**src/pkg/pwrseq_pkg.sv**
```systemverilog
/*
  Package for the modem power sequencer: state encoding, timing constants
  and the packed status carrier.
  Assumes a 125 MHz core clock.
*/
package pwrseq_pkg;

  // ---------------------------------------------------------------
  // timing
  // ---------------------------------------------------------------
  localparam int CLK_PERIOD_NS = 8;
  localparam int CTS_BLIP_NS = 1000;
  localparam int CTS_BLIP_CYC = (CTS_BLIP_NS + CLK_PERIOD_NS - 1) / CLK_PERIOD_NS;
  localparam int BLINK_HALF_NS = 100000000;
  localparam int BLINK_HALF_CYC = BLINK_HALF_NS / CLK_PERIOD_NS;
  localparam int SHUTDOWN_MAX_MS = 10000;
  localparam int SHUTDOWN_MAX_CYC = SHUTDOWN_MAX_MS * 125000;
  localparam int CNT_W = 32;

  // ---------------------------------------------------------------
  // sequencer states
  // ---------------------------------------------------------------
  typedef enum logic [3:0] {
    ST_OFF = 4'h0,
    ST_RESET = 4'h1,
    ST_BOOT = 4'h2,
    ST_INIT = 4'h3,
    ST_DTE_INIT = 4'h4,
    ST_REGISTER = 4'h5,
    ST_ONLINE = 4'h6,
    ST_DEREG = 4'h7,
    ST_SAVE = 4'h8,
    ST_HALT = 4'h9
  } seq_state_t;

  // ---------------------------------------------------------------
  // status lines, all active low
  // ---------------------------------------------------------------
  typedef struct packed {
    logic dcd_n;
    logic dsr_n;
    logic cts_n;
    logic batt_led_n;
  } line_status_t;

  localparam line_status_t LINES_IDLE = 4'hF;

endpackage : pwrseq_pkg
```
**src/logic/input_sync.sv**
```systemverilog
/*
  Two-flop synchroniser for a bundle of asynchronous pin levels.
  Assumes inputs are quasi-static levels from the host.
*/
`timescale 1ns/10ps
module input_sync #(
  parameter int WIDTH = 2,
  parameter logic [WIDTH-1:0] INIT = '0
) (
  // clock and reset
  input wire logic core_clk_i,
  input wire logic rst_b_i,
  // pins
  input wire logic [WIDTH-1:0] async_i,
  output logic [WIDTH-1:0] sync_o
);

  logic [WIDTH-1:0] stage1;
  logic [WIDTH-1:0] next_stage1;
  logic [WIDTH-1:0] next_sync;

  always_comb
  begin
    next_stage1 = async_i;
    next_sync = stage1;
  end

  // first stage feeds only the second
  always_ff @(posedge core_clk_i)
  begin
    if (!rst_b_i)
    begin
      stage1 <= INIT;
      sync_o <= INIT;
    end
    else
    begin
      stage1 <= next_stage1;
      sync_o <= next_sync;
    end
  end

endmodule : input_sync

```
**src/logic/modem_power_sequencer.sv**
```systemverilog
/*
  Power-up and soft-shutdown sequencer of the radio modem.
  Assumes the host drives the power request and reset pins asynchronously,
  and that the firmware side reports boot, init and network progress as
  single-cycle done pulses on this clock.
*/
// Behaviour
// - Host reset, CTS, DSR, DCD, the LED and internal reset are all active low.
// - Power-up runs supply, power request, host reset release, internal reset release, boot, ready.
// - Dropping the power request once init has begun starts shutdown: deregister and drop DCD, save config, then drop DSR.
// - The battery indicator blinks fast during shutdown and stops when shutdown ends.
// - After deregistration the internal radio power enable is dropped.
// - A host reset gives a cold start that discards saved settings.
// - DCD shows network attachment and DSR readiness; DCD drops at deregistration start, DSR once the save ends.
// - On boot after reset CTS is asserted briefly then released.
// - DSR asserts after initialisation, CTS apart from the boot blip only once the terminal interface is up.
// - DCD asserts only after the network acknowledges registration.
`timescale 1ns/10ps
module modem_power_sequencer #(
  // blink half period in clock cycles
  parameter int BLINK_HALF = pwrseq_pkg::BLINK_HALF_CYC
) (
  // clock and reset
  input wire logic core_clk_i,
  input wire logic rst_b_i,
  // host pins
  input wire logic host_power_request_i,
  input wire logic host_reset_n_i,
  // firmware progress pulses
  input wire logic boot_done_i,
  input wire logic init_done_i,
  input wire logic dte_init_done_i,
  input wire logic reg_ack_i,
  input wire logic dereg_done_i,
  input wire logic save_done_i,
  // status pins, active low
  output logic dcd_n_o,
  output logic dsr_n_o,
  output logic cts_n_o,
  output logic batt_led_n_o,
  // internal control
  output logic cpu_reset_n_o,
  output logic radio_power_en_o,
  output logic cold_start_o,
  output logic shutdown_busy_o
);

  // ---------------------------------------------------------------
  // input synchronisation
  // ---------------------------------------------------------------
  logic [1:0] pins_sync;
  logic pwr_req;
  logic host_rst_n;

  input_sync #(
    .WIDTH(2),
    .INIT(2'h2)
  ) u_sync (
    .core_clk_i(core_clk_i),
    .rst_b_i(rst_b_i),
    .async_i({host_reset_n_i, host_power_request_i}),
    .sync_o(pins_sync)
  );

  assign pwr_req = pins_sync[0];
  assign host_rst_n = pins_sync[1];

  // ---------------------------------------------------------------
  // sequencer
  // ---------------------------------------------------------------
  pwrseq_pkg::seq_state_t state;
  pwrseq_pkg::seq_state_t next_state;
  logic [pwrseq_pkg::CNT_W-1:0] cnt;
  logic [pwrseq_pkg::CNT_W-1:0] next_cnt;
  logic [pwrseq_pkg::CNT_W-1:0] blink_cnt;
  logic [pwrseq_pkg::CNT_W-1:0] next_blink_cnt;
  logic blink;
  logic next_blink;
  logic cold;
  logic next_cold;
  pwrseq_pkg::line_status_t lines;
  pwrseq_pkg::line_status_t next_lines;
  logic next_cpu_reset_n;
  logic next_radio_en;
  logic next_busy;
  logic in_shutdown;

  assign in_shutdown = (state == pwrseq_pkg::ST_DEREG) || (state == pwrseq_pkg::ST_SAVE);

  always_comb
  begin
    next_state = state;
    next_cnt = cnt;
    next_cold = cold;
    unique case (state)
      pwrseq_pkg::ST_OFF:
      begin
        if (!host_rst_n)
          next_cold = 1'b1;
        else if (pwr_req)
          next_state = pwrseq_pkg::ST_RESET;
      end
      pwrseq_pkg::ST_RESET:
      begin
        if (!pwr_req)
          next_state = pwrseq_pkg::ST_OFF;
        else if (host_rst_n)
        begin
          next_state = pwrseq_pkg::ST_BOOT;
          next_cnt = '0;
        end
        else
          next_cold = 1'b1;
      end
      pwrseq_pkg::ST_BOOT:
      begin
        if (cnt < pwrseq_pkg::CTS_BLIP_CYC)
          next_cnt = cnt + 1'b1;
        if (boot_done_i && cnt >= pwrseq_pkg::CTS_BLIP_CYC)
          next_state = pwrseq_pkg::ST_INIT;
      end
      pwrseq_pkg::ST_INIT:
      begin
        if (init_done_i)
        begin
          next_state = pwrseq_pkg::ST_DTE_INIT;
          next_cold = 1'b0;
        end
      end
      pwrseq_pkg::ST_DTE_INIT:
        if (dte_init_done_i)
          next_state = pwrseq_pkg::ST_REGISTER;
      pwrseq_pkg::ST_REGISTER:
        if (reg_ack_i)
          next_state = pwrseq_pkg::ST_ONLINE;
      pwrseq_pkg::ST_ONLINE: ;
      pwrseq_pkg::ST_DEREG:
        if (dereg_done_i)
          next_state = pwrseq_pkg::ST_SAVE;
      pwrseq_pkg::ST_SAVE:
        if (save_done_i)
          next_state = pwrseq_pkg::ST_HALT;
      pwrseq_pkg::ST_HALT:
      begin
        if (!host_rst_n)
        begin
          next_cold = 1'b1;
          next_state = pwrseq_pkg::ST_OFF;
        end
        else if (pwr_req)
          next_state = pwrseq_pkg::ST_RESET;
      end
      default: next_state = pwrseq_pkg::ST_OFF;
    endcase
    // power request drop after init begins shutdown; off command alone does nothing
    if (!pwr_req && (state == pwrseq_pkg::ST_INIT || state == pwrseq_pkg::ST_DTE_INIT
        || state == pwrseq_pkg::ST_REGISTER || state == pwrseq_pkg::ST_ONLINE))
      next_state = pwrseq_pkg::ST_DEREG;
    // before init there is nothing to save: back to off
    if (!pwr_req && state == pwrseq_pkg::ST_BOOT)
      next_state = pwrseq_pkg::ST_OFF;
    // host reset while running forces a cold restart
    if (!host_rst_n && state != pwrseq_pkg::ST_OFF && state != pwrseq_pkg::ST_HALT
        && state != pwrseq_pkg::ST_RESET)
    begin
      next_state = pwrseq_pkg::ST_RESET;
      next_cold = 1'b1;
    end
  end

  // fast indicator blink, running only while shutdown is active
  always_comb
  begin
    next_blink_cnt = '0;
    next_blink = 1'b0;
    if (in_shutdown)
    begin
      next_blink = blink;
      if (blink_cnt >= BLINK_HALF - 1)
        next_blink = ~blink;
      else
        next_blink_cnt = blink_cnt + 1'b1;
    end
  end

  // outputs from the state being entered, so pins change with the state
  always_comb
  begin
    next_lines = pwrseq_pkg::LINES_IDLE;
    next_cpu_reset_n = 1'b1;
    next_radio_en = 1'b1;
    next_busy = 1'b0;
    unique case (next_state)
      pwrseq_pkg::ST_OFF,
      pwrseq_pkg::ST_RESET:
      begin
        next_cpu_reset_n = 1'b0;
        next_radio_en = 1'b0;
      end
      pwrseq_pkg::ST_BOOT:
        next_lines.cts_n = (next_cnt >= pwrseq_pkg::CTS_BLIP_CYC);
      pwrseq_pkg::ST_INIT: ;
      pwrseq_pkg::ST_DTE_INIT:
        next_lines.dsr_n = 1'b0;
      pwrseq_pkg::ST_REGISTER:
      begin
        next_lines.dsr_n = 1'b0;
        next_lines.cts_n = 1'b0;
      end
      pwrseq_pkg::ST_ONLINE:
      begin
        next_lines.dsr_n = 1'b0;
        next_lines.cts_n = 1'b0;
        next_lines.dcd_n = 1'b0;
      end
      pwrseq_pkg::ST_DEREG:
      begin
        next_lines.dsr_n = 1'b0;
        next_lines.batt_led_n = ~next_blink;
        next_busy = 1'b1;
      end
      pwrseq_pkg::ST_SAVE:
      begin
        next_lines.dsr_n = 1'b0;
        next_lines.batt_led_n = ~next_blink;
        next_radio_en = 1'b0;
        next_busy = 1'b1;
      end
      pwrseq_pkg::ST_HALT:
        next_radio_en = 1'b0;
      default: ;
    endcase
  end

  always_ff @(posedge core_clk_i)
  begin
    if (!rst_b_i)
    begin
      state <= pwrseq_pkg::ST_OFF;
      cnt <= '0;
      blink_cnt <= '0;
      blink <= 1'b0;
      cold <= 1'b1;
      lines <= pwrseq_pkg::LINES_IDLE;
      cpu_reset_n_o <= 1'b0;
      radio_power_en_o <= 1'b0;
      shutdown_busy_o <= 1'b0;
    end
    else
    begin
      state <= next_state;
      cnt <= next_cnt;
      blink_cnt <= next_blink_cnt;
      blink <= next_blink;
      cold <= next_cold;
      lines <= next_lines;
      cpu_reset_n_o <= next_cpu_reset_n;
      radio_power_en_o <= next_radio_en;
      shutdown_busy_o <= next_busy;
    end
  end

  assign dcd_n_o = lines.dcd_n;
  assign dsr_n_o = lines.dsr_n;
  assign cts_n_o = lines.cts_n;
  assign batt_led_n_o = lines.batt_led_n;
  assign cold_start_o = cold;
endmodule : modem_power_sequencer

```
**config.mk**
```make
export PLATFORM = sky130hd
export DESIGN_NAME = modem_power_sequencer
export DESIGN_NICKNAME = d
export VERILOG_FILES = /design/src/pkg/pwrseq_pkg.sv /design/src/logic/input_sync.sv /design/src/logic/modem_power_sequencer.sv
export SDC_FILE = /design/constraint.sdc
export NUM_CORES = 1
export LEC_CHECK = 0
export BUFFER_PORTS_ARGS = -buffer_cell sky130_fd_sc_hd__buf_2
export CORE_UTILIZATION = 45
export DETAILED_ROUTE_END_ITERATION = 6
export PLACE_DENSITY_LB_ADDON = 0.05
export SETUP_SLACK_MARGIN = 0.4
export SYNTH_ARGS = -nofsm -noshare
export SYNTH_HDL_FRONTEND = slang
export SYNTH_HIERARCHICAL = 1
export SYNTH_SLANG_ARGS = --single-unit
```
**constraint.sdc**
```tcl
create_clock -name core_clk_i -period 2.4 [get_ports core_clk_i]
set_input_delay 0.48 -clock core_clk_i [delete_from_list [all_inputs] [get_ports core_clk_i]]
set_output_delay 0.48 -clock core_clk_i [all_outputs]
set_load 0.02 [all_outputs]
```
### Yosys cells after proc, flatten, opt, wreduce, memory -nomap -nowiden

Cells that the tools add are included.

* add/subtract/negate cells: 2
* order comparisons: 4
* equal/unequal tests: 21
* muxes and demuxes: 31
* bitwise logic cells: 4
* reduce and logical (&&, ||, !) cells: 26

Operators with widths (number)
* $mux 32: 3
* $add 32x1->32 const B: 2
* $ge 32x7->1 const B: 2
* $pmux 32 s2: 1
* $mux 4: 14
* $pmux 4 s10: 1
* $eq 4x3->1 const B: 8
* $ge 32x24->1 const B: 1
* $lt 32x7->1 const B: 1
* $eq 4x4->1 const B: 4
* $eq 4x2->1 const B: 3
* $mux 1: 10
* $reduce_or 2->1: 5
* $eq 4x1->1 const B: 2
* $logic_not 4->1: 2
* $logic_and 1x1->1: 6
* $reduce_or 5->1: 1
* $logic_or 1x1->1: 4
* $ne 4x1->1 const B: 1
* $ne 4x4->1 const B: 1
* $not 1->1: 4
* $reduce_bool 4->1: 1
* $reduce_or 4->1: 1
* $pmux 1 s3: 1
* other kinds (8): 9

* register bits after elaboration: 81
* word-level logic and storage cells: 102

### Longest topological paths before layout

* depth in word-level cells: 11
* gate-level depth with buffers: 10
* mapped depth without buffers: 8

### Hierarchy

Netlist, hierarchy kept.

By module, submodules not included
* modem_power_sequencer: times used 1, cells each 368, area each 3265.6 um^2, sequential area each 1541.5 um^2
* input_sync: times used 1, cells each 8, area each 105.1 um^2, sequential area each 80.1 um^2

### Worst setup path after synthesis

OpenSTA, ideal clock, no wires.

* path type: reg2reg
* start point: reg cnt[27] (netlist bit)
* end point: reg lines, in the netlist cts_n_o
* library setup time: 0.072 ns
* data arrival time: 1.921 ns
* required time: 2.328 ns
* slack: 0.407 ns
* cell stages (with the launch flop): 9
* path buffers: 1
* cell sequence: dfxtp_1 > or4_4 > nor3_4 > and3_2 > clkbuf_1 > mux2i_1 > nand2_1 > nor2_1 > a2bb2oi_1

* cells in the longest elaborated chain, start to end: 10

Ends and longest elaborated chain
* from (decl): RTL line modem_power_sequencer.sv:73 `logic [pwrseq_pkg::CNT_W-1:0] cnt;`
* from (signal assigned): RTL line modem_power_sequencer.sv:252 `cnt <= next_cnt;`
* branches (longest 9 deep; another with $add 32x1->32)
* $pmux 1 s2 *: RTL line modem_power_sequencer.sv:193 `unique case (next_state)`
* to (signal assigned): RTL line modem_power_sequencer.sv:244 `lines <= pwrseq_pkg::LINES_IDLE;`
* to (signal assigned): RTL line modem_power_sequencer.sv:256 `lines <= next_lines;`
* to (decl): RTL line modem_power_sequencer.sv:81 `pwrseq_pkg::line_status_t lines;`

Every way passes the cells marked *.
A chain may end at the register's enable or synchronous reset.

### Worst setup path after layout

* start point: reg cnt[26] (netlist bit)
* end point: reg lines, in the netlist dsr_n_o

* cells in the longest elaborated chain, start to end: 10

Ends and longest elaborated chain
* $ge 32x7->1 *: RTL line modem_power_sequencer.sv:119 `if (boot_done_i && cnt >= pwrseq_pkg::CTS_BLIP_CYC)`
* $logic_and 1x1->1 *: RTL line modem_power_sequencer.sv:119
* $mux 4 *: RTL line modem_power_sequencer.sv:119
* $pmux 4 s10 *: RTL line modem_power_sequencer.sv:95 `unique case (state)`
* $mux 4 *: RTL line modem_power_sequencer.sv:156 `if (!pwr_req && (state == pwrseq_pkg::ST_INIT || state == pwrseq_pkg::ST_DTE_INIT`
* $mux 4 *: RTL line modem_power_sequencer.sv:160 `if (!pwr_req && state == pwrseq_pkg::ST_BOOT)`
* $mux 4 *: RTL line modem_power_sequencer.sv:163 `if (!host_rst_n && state != pwrseq_pkg::ST_OFF && state != pwrseq_pkg::ST_HALT`
* $eq 4x3->1 or $eq 4x4->1 (tied branches): RTL line modem_power_sequencer.sv:193
* $reduce_or 5->1 (no line) *
* $mux 1 *: RTL line modem_power_sequencer.sv:193

Every way passes the cells marked *; elsewhere a longest branch is shown, timed or not.

==> results.ini <==
[status]
status = completed

[floorplanning]
die_h_um = 88.5
die_x_um = 88.5
dieArea_um2 = 7840
core.rowCount = 31
io_pins = 18
start_util_pct = 46.5
core_um2 = 7250

[yosys]
yosysSeqAreaShare_pct = 48.1
ys_top_cells_by_area = dfxtp_1 (48%), and3_1 (5.4%), nor2_1 (5.2%)
synth-async-reset-ratio_pct = 0
synth_common_cells = dfxtp_1 (81), nor2_1 (47), and3_1 (29), nand2_1 (29), nand3_1 (17)
synth_top_area_share_pct = 48.1
synth_edf_count = 0
synth.ff_latch_count = 81
yosysMostFrequentCell = dfxtp_1
avgSynthCellArea_um2 = 8.96
synth_area_um2 = 3370
synth.distinct_cells = 54
postSynthCellCount = 376
yosysWarnings = 6
synth_top_flop_cell = dfxtp_1
yosysTopAreaCell = dfxtp_1

[power]
power_density_nw_per_um2 = 621
max-vdd-ir-drop_v = 0.000324
p_leak_nw = 1.67

[setup_path]
crit_arrival_ns = 2.32
worst_setup_path_start_kind = flip-flop
critPathSlowestCell = or4_4
crit_buf_inv = 1
worstSetupPathType = reg -> reg
critPathRequiredTime_ns = 2.61
crit_path_end_kind = flip-flop
critPathTopFamily = simple AND/OR/NAND/NOR gates
critPathMaxFanout = 5
crit_chain = or4_4 -> nor3_4 -> nand2_1 -> o211a_1 -> o22ai_2 -> buf_4 -> a21oi_1 -> nand2b_1
slowest_delay_ns = 0.55

[clock_network]
root_buffer = clkbuf_8
clock-sinks = 81
cts-hold-fix-buffers = 0
cts_buffers = 9
cts_tree = built
clockBufferDepth = 2
insertion_delay_ns = 0.34
htree_levels = 3
clk_pin_slew_ns = 0.08

[place]
place.gp.congestion = 0.799
port_buffers = 17
dpl.cell_count = 490
place_hpwl_um = 4270

[timing]
hold_violations = 0
max_freq_mhz = 473
fin_skew_ns = 0.00562
period_share_pct = 88.2
relSlewSlack_pct = 56.0
timing.hold.ws_ns = 0.323
period_needed_ns = 2.12
setup_violations = 0
fin_tns_setup_ns = 0
worstMarginPinSlew_ns = 0.660
rsz0062_at_grt = yes
maxSlewViolCount = 0

[global_route]
grt_pass1_wl_um = 10600
grt_pass1_vias = 2341
grt_use_total_pct = 17.5
grt_overflow = 0
antenna_found_initial = 0
grt_max_degree = 47

[layout]
antenna_cells = 0
instances_no_fill = 514
nNetsFinal = 426
drive_gt1_share_pct = 22.2
area_delta_synth_final_pct = 22.1
utilization_pct = 56.7

[detailed_routing]
vias = 2622
vias_per_cell = 5.10
avgRoutedWirePerCell_um = 13.1
drt_iter0_drc = 106
antenna_left = 0
drt_pass1_iterations = 4
routed_wl_um = 6750
drc = 0

[job]
cap_viol_max_count = 0

[hold_path]
hold_path.class = in -> reg

[where the power goes]
group          internal [mW]  total [mW]  switching [mW]  leakage, nW
registers               1.35        1.36         0.00774        0.661
clock network          0.681        1.15           0.467        0.111
logic                 0.0210      0.0493          0.0282        0.897
[cell usage in the layout (no fill, tap or decap), drive strengths merged, types with 2 or more instances in the layout]
| master | count |
|---|---|
| nand2b | 5 |
| xor2 | 15 |
| nand3 | 17 |
| bufinv | 3 |
| clkbuf | 11 |
| and3 | 31 |
| nor3 | 7 |
| a22o | 2 |
| nand2 | 29 |
| inv | 12 |
| or4 | 3 |
| o32ai | 2 |
| a21boi | 2 |
| and2 | 9 |
| nor4 | 7 |
| conb | 8 |
| a31oi | 4 |
| a21oi | 10 |
| or2 | 3 |
| o211a | 3 |
| nand4 | 10 |
| xnor2 | 9 |
| mux2i | 6 |
| o21ai | 7 |
| buf | 36 |
| dfxtp | 81 |
| nor2b | 6 |
| nand3b | 3 |
| nor2 | 47 |
| ha | 4 |
[final timing paths]
kind / start / to / slack (ns) / cells after the start
setup / recovery: cnt[26]$_SDFF_PN0_ / dsr_n_o$_SDFF_PN1_ / 0.28 / 8
setup reg to reg: cnt[26]$_SDFF_PN0_ / dsr_n_o$_SDFF_PN1_ / 0.28 / 8
hold / removal: host_reset_n_i / u_sync/next_sync[1]$_SDFF_PN1_ / 0.32 / 2
hold reg to reg: u_sync/next_sync[1]$_SDFF_PN1_ / u_sync/sync_o[1]$_SDFF_PN1_ / 0.42 / 1
[stage by stage]
| step | instance area [um^2] | power (mW) | setup WS, ns |
|---|---|---|---|
| 4_1_cts | 3890 | 2.60 | 0.316 |
| 3_3_place_gp | 3600 | 1.44 | 0.268 |
| 2_1_floorplan | 3400 | 1.42 | 0.407 |
| 5_1_grt | 4120 | 2.66 | 0.157 |
| 3_5_place_dp | 3600 | 1.44 | 0.246 |
| 6_report | 4120 | 2.56 | 0.284 |
[registers in the layout (all words and copies together), names as in the netlist, 2 cells and up]
signal / flops
blink_cnt: 32
cnt: 32
state: 4
u_sync/next_sync: 2
u_sync/sync_o: 2
[per-layer routing]
layer,vias up,share of wire [%],track usage (%)
met5,-,0,0
met3,8,2.8,4.01
li1,1372,-,-
met2,39,47,28.2
met4,0,1.2,6.60
met1,1203,49,22.8
[kinds of logic (layout without fill, tap and decap cells)]
kind of cell | after synthesis | count (layout) | synth area share [%]
buffers and inverters | 32 | 64 | 4.01
and+or+nand+nor | 182 | 182 | 28.3
xor gates and xnor gates | 24 | 24 | 6.24
muxes | 7 | 7 | 2.12
AOI/OAI and AO/OA | 45 | 45 | 9.61
other | 1 | 8 | 0.111
DFF | 81 | 81 | 48.1
adders and majority gates | 4 | 4 | 1.48
[cell type report]
cell class                 count  area [um^2]
clock buffer                   9          124
timing repair buffer          38          294
fill                         651         3140
tap                           99          124
multi-input combinational    270         1790
inverter                      12         45.0
clock inverter                 5          106
sequential                    81         1640
[what timing repair did]
action	CTS	global route
gates cloned	0	3
setup endpoints to repair	31	34
buffers inserted	4	3
pin swaps	8	11
resized for setup	8	38
No activity file was read; power rests on OpenSTA's default activity.
